File: config.mk
export PLATFORM = sky130hd
export DESIGN_NAME = lbml_top
export DESIGN_NICKNAME = d
export VERILOG_FILES = /design/src/lbml_pkg.sv /design/src/lbml_top.sv /design/src/lbml_auth.sv /design/src/lbml_dec.sv
export SDC_FILE = /design/constraint.sdc
export NUM_CORES = 1
export LEC_CHECK = 0
export ABC_AREA = 1
export BUFFER_PORTS_ARGS = -buffer_cell sky130_fd_sc_hd__buf_2
export CORE_MARGIN = 5
export CORE_UTILIZATION = 50
export DETAILED_ROUTE_END_ITERATION = 10
export PLACE_DENSITY = 0.7
export RECOVER_POWER = 100
export SYNTH_ARGS = -nofsm -noshare
export SYNTH_HDL_FRONTEND = slang
export SYNTH_SLANG_ARGS = --single-unit
File: constraint.sdc
create_clock -name SYS_CLK -period 4.2 [get_ports SYS_CLK]
set_clock_uncertainty 0.1 [all_clocks]
set_input_delay 0.63 -clock SYS_CLK [delete_from_list [all_inputs] [get_ports SYS_CLK]]
set_output_delay 0.63 -clock SYS_CLK [all_outputs]
set_load 0.1 [all_outputs]
File: src/lbml_pkg.sv
// constants for the lifecycle and boot-mode lock block
// How it works
// - one switch leaves the test state for the normal state, and nothing ever brings it back.
// - test functions open only after the tester writes the right password, other tries are refused.
// - in the test state an authenticated tester may write the traceability words.
// - in the normal state the traceability words stay readable and every write to them is dropped.
// - every test command arriving in the normal state is refused.
// - the manufacturing functional test starts only in the test state.
// - exactly one of ROM boot and flash boot is selected at any time.
// - the boot selection may move from ROM to flash and may then be locked there.
// - once locked in flash boot, no further change of the boot selection is taken.
// - the bootloader is active only in ROM boot.
// - bootloader APDU commands are accepted only in ROM boot and rejected in flash boot.
// - locked in flash boot, the loader's flash read and write commands are blocked.
// - a one-way hide control makes ROM inaccessible and later ROM reads are denied.
// - flash data from the host arrives encrypted and is decrypted before it is stored.
// - all control registers take defined values at reset.
package lbml_pkg;
   // =========================================================
   // register bus
   localparam int LBML_AW = 8;
   localparam int LBML_DW = 32;
   localparam logic [7:0] OFS_CTRL = 8'h00;
   localparam logic [7:0] OFS_STAT = 8'h04;
   localparam logic [7:0] OFS_PASS = 8'h08;
   localparam logic [7:0] OFS_KEY = 8'h0c;
   localparam logic [7:0] OFS_REJ = 8'h10;
   localparam logic [7:0] OFS_TRACE = 8'h20;
   localparam int TR_IDX_LO = 2;
   localparam int TR_IDX_HI = 3;
   localparam int TR_BASE_LO = 4;
   localparam int TRACE_N = 4;
   // =========================================================
   // control and status bit positions
   localparam int CB_NORMAL = 0;
   localparam int CB_FLASH = 1;
   localparam int CB_LOCK = 2;
   localparam int CB_HIDE = 3;
   localparam int CB_FTEST = 4;
   localparam int SB_NORMAL = 0;
   localparam int SB_AUTH = 1;
   localparam int SB_FLASH = 2;
   localparam int SB_LOCK = 3;
   localparam int SB_HIDE = 4;
   localparam int SB_READY = 5;
   // =========================================================
   // reset values and codes
   localparam logic [31:0] WORD_RST = 32'h0000_0000;
   localparam logic [7:0] REJ_RST = 8'h00;
   localparam logic [7:0] REJ_ONE = 8'h01;
   // arbitrary value, replaced per product
   localparam logic [31:0] TEST_PASSWORD = 32'h5a3c_96e1;
   localparam logic [7:0] INS_FL_READ = 8'hb0;
   localparam logic [7:0] INS_FL_WRITE = 8'hd6;
endpackage

File: src/lbml_top.sv
// lifecycle state, boot-mode lock and loader gating
//
// Design decisions made here: the address-and-strobe port and the register offsets.
`timescale 1ns/1ps
module lbml_top
   import lbml_pkg::*;
(
   input wire logic SYS_CLK, // 125 MHz clock
   input wire logic RST_B, // async reset, low
   input wire logic [7:0] ADDR, // register byte address
   input wire logic [31:0] WDATA, // register write data
   input wire logic WR_STB, // write strobe
   input wire logic RD_STB, // read strobe
   output logic [31:0] RDATA, // read data, cycle after strobe
   input wire logic OTP_NORMAL, // one-time cell: normal state
   input wire logic OTP_FLASH, // one-time cell: flash boot
   input wire logic OTP_LOCK, // one-time cell: boot locked
   output logic OTP_WR_STB, // program cells from state outputs
   output logic LC_NORMAL, // lifecycle is normal
   output logic BOOT_ROM, // ROM boot selected
   output logic BOOT_FLASH, // flash boot selected
   output logic BOOT_LOCKED, // boot selection frozen
   input wire logic APDU_VALID, // loader command present
   input wire logic [7:0] APDU_INS, // loader instruction
   input wire logic [31:0] APDU_DATA, // loader data, encrypted
   output logic APDU_ACCEPT, // command taken
   output logic APDU_REJECT, // command refused
   output logic LDR_ACTIVE, // bootloader may run
   output logic FLASH_RD_EN, // loader flash read
   output logic FLASH_WR_EN, // loader flash write
   output logic [31:0] FLASH_WDATA, // decrypted flash data
   input wire logic ROM_RD_REQ, // ROM read request
   output logic ROM_RD_GRANT, // ROM read allowed
   output logic ROM_RD_DENY, // ROM read denied
   output logic TEST_FUNC_GO, // start functional test
   output logic TEST_REJECT // test command refused
);
   // ==========================================================
   // state
   logic ready_r;
   logic normal_r;
   logic flash_r;
   logic lock_r;
   logic hide_r;
   logic [31:0] key_r;
   logic [7:0] rej_r;
   logic [31:0] trace_r [TRACE_N];
   logic auth;
   logic pw_bad;

   // ==========================================================
   // bus decode
   wire sel_ctrl = (ADDR == OFS_CTRL);
   wire sel_stat = (ADDR == OFS_STAT);
   wire sel_pass = (ADDR == OFS_PASS);
   wire sel_key = (ADDR == OFS_KEY);
   wire sel_rej = (ADDR == OFS_REJ);
   wire sel_trace = (ADDR[7:TR_BASE_LO] == OFS_TRACE[7:TR_BASE_LO]);
   wire [1:0] tr_idx = ADDR[TR_IDX_HI:TR_IDX_LO];
   wire wr_ok = WR_STB && ready_r;
   wire wr_ctrl = wr_ok && sel_ctrl;
   wire wr_pass = wr_ok && sel_pass;

   // test commands: password, trace write, go-normal, functional test
   wire tcmd_trace = wr_ok && sel_trace;
   wire tcmd_norm = wr_ctrl && WDATA[CB_NORMAL];
   wire tcmd_ftest = wr_ctrl && WDATA[CB_FTEST];
   wire tcmd_any = tcmd_trace || tcmd_norm || tcmd_ftest;
   wire test_open = !normal_r && auth;
   wire tcmd_refuse = (tcmd_any && !test_open) || pw_bad;
   wire trace_we = tcmd_trace && test_open;
   wire go_normal = tcmd_norm && test_open;
   wire ftest_go = tcmd_ftest && test_open;

   // boot selection moves only toward flash and only while unlocked
   wire set_flash = wr_ctrl && WDATA[CB_FLASH] && !lock_r;
   wire set_lock = wr_ctrl && WDATA[CB_LOCK] && (flash_r || set_flash) && !lock_r;
   wire set_hide = wr_ctrl && WDATA[CB_HIDE];
   wire state_chg = go_normal || (set_flash && !flash_r) || set_lock;

   // loader gating
   wire apdu_in = APDU_VALID && ready_r;
   wire apdu_ok = apdu_in && !flash_r;
   wire apdu_fl = (APDU_INS == INS_FL_READ) || (APDU_INS == INS_FL_WRITE);
   wire fl_blk = flash_r && lock_r;
   wire fl_rd = apdu_ok && !fl_blk && (APDU_INS == INS_FL_READ);
   wire fl_wr = apdu_ok && !fl_blk && (APDU_INS == INS_FL_WRITE);
   wire rom_in = ROM_RD_REQ && ready_r;

   // read mux, unmapped addresses read zero
   logic [31:0] stat_w;
   logic [31:0] rd_mux;
   always_comb begin
      stat_w = WORD_RST;
      stat_w[SB_NORMAL] = normal_r;
      stat_w[SB_AUTH] = auth;
      stat_w[SB_FLASH] = flash_r;
      stat_w[SB_LOCK] = lock_r;
      stat_w[SB_HIDE] = hide_r;
      stat_w[SB_READY] = ready_r;
   end
   // password and key are write-only so they never leak back out
   assign rd_mux = sel_stat ? stat_w :
                   sel_rej ? {24'h000000, rej_r} :
                   sel_trace ? trace_r[tr_idx] : WORD_RST;

   // ==========================================================
   // submodules
   lbml_auth u_auth (
      .clk(SYS_CLK),
      .rst_b(RST_B),
      .pw_we(wr_pass),
      .pw_data(WDATA),
      .in_normal(normal_r),
      .auth(auth),
      .pw_bad(pw_bad)
   );

   lbml_dec u_dec (
      .clk(SYS_CLK),
      .rst_b(RST_B),
      .in_we(fl_wr),
      .in_data(APDU_DATA),
      .key(key_r),
      .out_we(FLASH_WR_EN),
      .out_data(FLASH_WDATA)
   );

   // ==========================================================
   // one-time cells caught at the first edge after release
   always_ff @(posedge SYS_CLK or negedge RST_B) begin
      if (!RST_B) begin
         ready_r <= 1'b0;
         normal_r <= 1'b0;
         flash_r <= 1'b0;
         lock_r <= 1'b0;
      end else if (!ready_r) begin
         ready_r <= 1'b1;
         normal_r <= OTP_NORMAL;
         flash_r <= OTP_FLASH || OTP_LOCK;
         lock_r <= OTP_LOCK;
      end else begin
         normal_r <= normal_r || go_normal;
         flash_r <= flash_r || set_flash;
         lock_r <= lock_r || set_lock;
      end
   end

   // hide and key: software controls, hide is one-way
   always_ff @(posedge SYS_CLK or negedge RST_B) begin
      if (!RST_B) begin
         hide_r <= 1'b0;
         key_r <= WORD_RST;
      end else begin
         hide_r <= hide_r || set_hide;
         if (wr_ok && sel_key) begin
            key_r <= WDATA;
         end
      end
   end

   // traceability words, writable only while the test door is open
   generate
      for (genvar i = 0; i < TRACE_N; i++) begin : g_trace
         always_ff @(posedge SYS_CLK or negedge RST_B) begin
            if (!RST_B) begin
               trace_r[i] <= WORD_RST;
            end else if (trace_we && (tr_idx == 2'(i))) begin
               trace_r[i] <= WDATA;
            end
         end
      end
   endgenerate

   // refusal counter saturates so it never wraps back to a clean look
   always_ff @(posedge SYS_CLK or negedge RST_B) begin
      if (!RST_B) begin
         rej_r <= REJ_RST;
      end else if ((tcmd_refuse || (apdu_in && !apdu_ok)) && (rej_r != 8'hff)) begin
         rej_r <= rej_r + REJ_ONE;
      end
   end

   // ==========================================================
   // registered outputs
   always_ff @(posedge SYS_CLK or negedge RST_B) begin
      if (!RST_B) begin
         RDATA <= WORD_RST;
         OTP_WR_STB <= 1'b0;
         APDU_ACCEPT <= 1'b0;
         APDU_REJECT <= 1'b0;
         FLASH_RD_EN <= 1'b0;
         ROM_RD_GRANT <= 1'b0;
         ROM_RD_DENY <= 1'b0;
         TEST_FUNC_GO <= 1'b0;
         TEST_REJECT <= 1'b0;
      end else begin
         RDATA <= (RD_STB && ready_r) ? rd_mux : WORD_RST;
         OTP_WR_STB <= state_chg;
         APDU_ACCEPT <= apdu_ok && !(apdu_fl && fl_blk);
         APDU_REJECT <= apdu_in && !(apdu_ok && !(apdu_fl && fl_blk));
         FLASH_RD_EN <= fl_rd;
         ROM_RD_GRANT <= rom_in && !hide_r;
         ROM_RD_DENY <= rom_in && hide_r;
         TEST_FUNC_GO <= ftest_go;
         TEST_REJECT <= tcmd_refuse;
      end
   end

   // state mirrors, one flop each so outputs stay glitch free
   always_ff @(posedge SYS_CLK or negedge RST_B) begin
      if (!RST_B) begin
         LC_NORMAL <= 1'b0;
         BOOT_ROM <= 1'b1;
         BOOT_FLASH <= 1'b0;
         BOOT_LOCKED <= 1'b0;
         LDR_ACTIVE <= 1'b0;
      end else begin
         LC_NORMAL <= normal_r;
         BOOT_ROM <= !flash_r;
         BOOT_FLASH <= flash_r;
         BOOT_LOCKED <= lock_r;
         LDR_ACTIVE <= ready_r && !flash_r;
      end
   end

   // ==========================================================
   // checks
   AST_NORMAL_KEPT: assert property (@(posedge SYS_CLK) disable iff (!RST_B)
      (ready_r && normal_r) |=> normal_r)
      else $error("normal state was left");
   AST_NO_AUTH_NO_TRACE: assert property (@(posedge SYS_CLK) disable iff (!RST_B)
      (tcmd_trace && !auth) |=> ($stable(trace_r[0]) && TEST_REJECT))
      else $error("trace write without password");
   AST_TRACE_FROZEN: assert property (@(posedge SYS_CLK) disable iff (!RST_B)
      (normal_r && wr_ok && sel_trace) |=> ($stable(trace_r[0]) && $stable(trace_r[1]) &&
      $stable(trace_r[2]) && $stable(trace_r[3])))
      else $error("trace changed in normal state");
   AST_TEST_REFUSED: assert property (@(posedge SYS_CLK) disable iff (!RST_B)
      (normal_r && tcmd_any) |=> (TEST_REJECT && !TEST_FUNC_GO))
      else $error("test command taken in normal state");
   AST_FTEST_IN_TEST: assert property (@(posedge SYS_CLK) disable iff (!RST_B)
      TEST_FUNC_GO |-> (!$past(normal_r) && $past(tcmd_ftest)))
      else $error("functional test outside test state");
   AST_BOOT_ONE: assert property (@(posedge SYS_CLK) disable iff (!RST_B)
      BOOT_ROM != BOOT_FLASH)
      else $error("boot domains not exclusive");
   AST_LOCK_HELD: assert property (@(posedge SYS_CLK) disable iff (!RST_B)
      (ready_r && lock_r) |=> (lock_r && flash_r) [*3])
      else $error("locked boot selection moved");
   AST_LDR_OFF: assert property (@(posedge SYS_CLK) disable iff (!RST_B)
      (ready_r && flash_r) |=> !LDR_ACTIVE)
      else $error("loader active in flash boot");
   AST_APDU_FLASH: assert property (@(posedge SYS_CLK) disable iff (!RST_B)
      (apdu_in && flash_r) |=> (APDU_REJECT && !APDU_ACCEPT && !FLASH_WR_EN))
      else $error("loader command taken in flash boot");
   AST_FL_BLOCK: assert property (@(posedge SYS_CLK) disable iff (!RST_B)
      (FLASH_RD_EN || FLASH_WR_EN) |-> !$past(lock_r))
      else $error("flash access while locked");
   AST_ROM_HIDE: assert property (@(posedge SYS_CLK) disable iff (!RST_B)
      (rom_in && hide_r) |=> (ROM_RD_DENY && !ROM_RD_GRANT))
      else $error("hidden ROM read granted");
   AST_DECRYPT: assert property (@(posedge SYS_CLK) disable iff (!RST_B)
      fl_wr |=> (FLASH_WR_EN && FLASH_WDATA == ($past(APDU_DATA) ^ $past(key_r))))
      else $error("flash data not decrypted");
   AST_SAMPLE_FIRST: assert property (@(posedge SYS_CLK) disable iff (!RST_B)
      (RST_B && !ready_r) |=> (!APDU_ACCEPT && !APDU_REJECT && !TEST_FUNC_GO && ready_r))
      else $error("request taken before cells sampled");
endmodule

File: src/lbml_auth.sv
// password check for tester access
`timescale 1ns/1ps
module lbml_auth
   import lbml_pkg::*;
(
   input wire logic clk, // system clock
   input wire logic rst_b, // async reset, low
   input wire logic pw_we, // password word offered
   input wire logic [31:0] pw_data, // offered password
   input wire logic in_normal, // normal state, no access
   output logic auth, // tester authenticated
   output logic pw_bad // offered word is wrong, or offered in the normal state
);
   // a wrong try also drops an earlier grant, so guessing costs the session
   assign pw_bad = pw_we && (in_normal || (pw_data != TEST_PASSWORD));

   // grant held until reset, a bad try or the normal state
   always_ff @(posedge clk or negedge rst_b) begin
      if (!rst_b) begin
         auth <= 1'b0;
      end else if (in_normal) begin
         auth <= 1'b0;
      end else if (pw_we) begin
         auth <= !pw_bad;
      end
   end
endmodule

File: src/lbml_dec.sv
// decryption of host flash data on its way to the flash
`timescale 1ns/1ps
module lbml_dec
   import lbml_pkg::*;
(
   input wire logic clk, // system clock
   input wire logic rst_b, // async reset, low
   input wire logic in_we, // ciphertext word valid
   input wire logic [31:0] in_data, // ciphertext word
   input wire logic [31:0] key, // session key
   output logic out_we, // plaintext write strobe
   output logic [31:0] out_data // plaintext word
);
   logic [31:0] plain;
   // stand-in keystream; the real cipher core plugs in here with the same timing
   assign plain = in_data ^ key;

   // registered so flash outputs come from flops
   always_ff @(posedge clk or negedge rst_b) begin
      if (!rst_b) begin
         out_we <= 1'b0;
         out_data <= WORD_RST;
      end else begin
         out_we <= in_we;
         out_data <= in_we ? plain : WORD_RST;
      end
   end
endmodule

==> run_results.csv <==
group,metric,value,unit
status,status,"complete, but fails checks",
status,violations,"capacitance limit, slew limit",
sta,max_slew_margin,-21.1,%
sta,post-route-worst-setup-slack,1160,ps
worst_setup_path,ff2ff_setup_slack,1300,ps
placement,pre_cts_slack,1510,ps
clock_tree,cts_resized,0,
clock_tree,clock-root-buffer,"clkbuf_16",
die,start_util,51.0,%
worst_setup_path,r2r-end,"key_r[21]",
hold_path,holdCritPathClass,"input port to async pin",
cells_and_area,antenna_cells,0,
power,p_leak,5.58,nW
power,max-vdd-ir-drop,0.232,mV
synthesis,synthFlopType,"dfrtp_1",
global_routing,antenna_found_initial,0,
cells_and_area,finalNetCount,1268,
clock_tree,cts_sinks,252,
placement,gp_congestion,0.884,
worst_setup_path,cp.arrival,3330,ps
global_routing,grt_first_pass_wirelength,40000,um
sta,rsz0062_at_grt,"false",
die,num_rows,52,
detailed_routing,wl_per_cell,16.3,um
clock_tree,clk_pin_slew,60,ps
placement,port_buffers,166,
clock_tree,post_cts_buffers,0,
synthesis,synth-edff-count,0,
synthesis,synth_top_area_share,60.5,%
clock_tree,cts_tree,"yes",
detailed_routing,drc,0,
synthesis,netlist_instances,1024,
cells_and_area,final_util,58.1,%
synthesis,ys_async_sr_fraction,100,%
sta,post-route-min-period,3040,ps
sta,hold_viol,0,
worst_setup_path,rr_startpoint,"ready_r",
synthesis,synth_commonest_cells,"269 x nand2_1, 251 x dfrtp_1, 95 x o21ai_1, 58 x nor2_1, 57 x inv_1",
die,fp.dieH,154,um
global_routing,grt_usage,20.3,%
synthesis,synth_area_leader_cell,"dfrtp_1",
clock_tree,cts.path.max_buffers,3,
synthesis,synth-seq-cells,252,
global_routing,grt_overflow,0,
run,cap_viol_max_count,1,
worst_setup_path,worstSetupStartpointType,"input port",
synthesis,synth.avg_cell_area,10.1,um^2
sta,tightest_slew,1810,ps
detailed_routing,antenna_left,0,
worst_setup_path,critPathRequiredTime,4500,ps
worst_setup_path,crit_path_max_fanout,64,
detailed_routing,via_per_inst,5.16,
sta,max_freq,0.329,GHz
cells_and_area,fin_cells,1468,
clock_tree,ctsHtreeMaxLevel,1,
placement,dp_hpwl,15500,um
detailed_routing,via_count,7572,
clock_tree,numCtsBuffers,26,
synthesis,synthTopCellsByArea,"dfrtp_1 60%, nand2_1 9.7%, o21ai_1 4.6%",
worst_setup_path,worstSetupPathType,"input port to flop",
power,power_density,439,nW/um^2
die,die_area,23700,um^2
synthesis,synth_most_common_cell,"nand2_1",
sta,setup_tns,0,ps
clock_tree,clkLatencyLatePin,520,ps
synthesis,synth.distinct_cells,36,
die,die_w,154,um
cells_and_area,drive_gt1_share,12.3,%
synthesis,synth_area,10400,um^2
detailed_routing,drt-total-wl,24000,um
sta,setup_violations,0,
sta,layout_worst_path_cycle_share,72.3,%
synthesis,synth_nets,1114,
worst_setup_path,reg2reg_depth,6,
global_routing,grt_pass1_vias,7638,
detailed_routing,drtIter0Drc,499,
cells_and_area,syn_to_final_growth,14.0,%
global_routing,grt_start_max_net_pins,121,
die,core,20400,um^2
synthesis,yosysSeqAreaShare,60.7,%
worst_setup_path,crit_path_end_kind,"flop",
placement,placedCellCount,1420,
die,io-pin-count,167,
clock_tree,ctsHoldBuffers,0,
sta,drv_slew,65,
detailed_routing,drtPass1Iterations,5,
power,power,0.00519,W
synthesis,synth-warning-count,0,
-- worst max path at each step --
stage,from,endpoint,slack [ps],cells past startpoint
detailed placement,ADDR[3],trace_r[79],1510,7
global route,ADDR[3],trace_r[84],880,6
global placement,ADDR[3],trace_r[84],1550,7
finish,ADDR[3],trace_r[68],1160,6
floorplan,ADDR[7],trace_r[28],2350,9
CTS,ready_r,key_r[21],1780,6
-- metrics by stage --
stage,hold WS [ps],area [um^2]
after floorplan,234,10400
after global routing,141,11800
final,62.4,11800
after global placement,350,11300
after detailed placement,352,11300
after CTS,126,12200
-- layer usage --
| metal | global-route usage [%] | vias up | routed length (um) |
|---|---|---|---|
| li1 | - | 3676 | - |
| met1 | 29.2 | 3659 | 10500 |
| met2 | 33.2 | 205 | 11600 |
| met3 | 3.23 | 32 | 1430 |
| met4 | 4.21 | 0 | 439 |
| met5 | 0 | - | 0 |
-- logic make-up after synthesis --
| family | share of synthesized area, % |
|---|---|
| flops | 60.7 |
| fa+ha+maj | 0.120 |
| other cells | 0.0361 |
| simple gates | 15.5 |
| xor+xnor | 3.12 |
| buf+inv | 5.90 |
| compound gates | 14.5 |
-- worst max-delay path, cell delays in order --
cell and delay (ps):
clkbuf_1 120, inv_1 120, nand2_1 110, inv_1 900, nand2_2 930, o21ai_0 490
-- power by group --
part / switching [W] / total (W) / internal [W]
registers: 0.0000386 / 0.00250 / 0.00246
logic: 0.000219 / 0.000305 / 0.0000854
clock network: 0.000905 / 0.00239 / 0.00148
total: 0.00116 / 0.00519 / 0.00403
-- cell usage in the layout, fill, tap and decap left out, types with 3 or more instances in the layout --
cell       instances
bufinv_16          3
clkinv_2           5
clkbuf_16         27
nor2_4             3
a22oi_1           26
buf_4              3
clkbuf_1          89
buf_2             86
dfrtp_1          251
nand4_1            6
nand2_4            3
a22o_1            11
clkbuf_8           7
inv_1             58
a31oi_1           32
nor3_1             8
a21oi_1            6
xnor2_1           33
nor2_1            61
o21ai_1            6
xor2_1             4
nand2_1          271
o21ai_0          164
nand3_1           17
nand2_2            4
-- flip-flops by register name, indices dropped and copies added, names as in the netlist, 8 cells and up --
register / cells
RDATA: 32
trace_r: 128
rej_r: 8
key_r: 32
u_dec.out_data: 32
-- area by class of cell --
cell class,count,area (um^2)
clock inverter,8,115
fill,1855,8530
timing repair buffer,174,785
clock buffer,40,795
tap,270,338
inverter,59,221
multi-input combinational,665,3270
sequential,252,6310
Note: power is estimated with default switching activity, not from simulation.
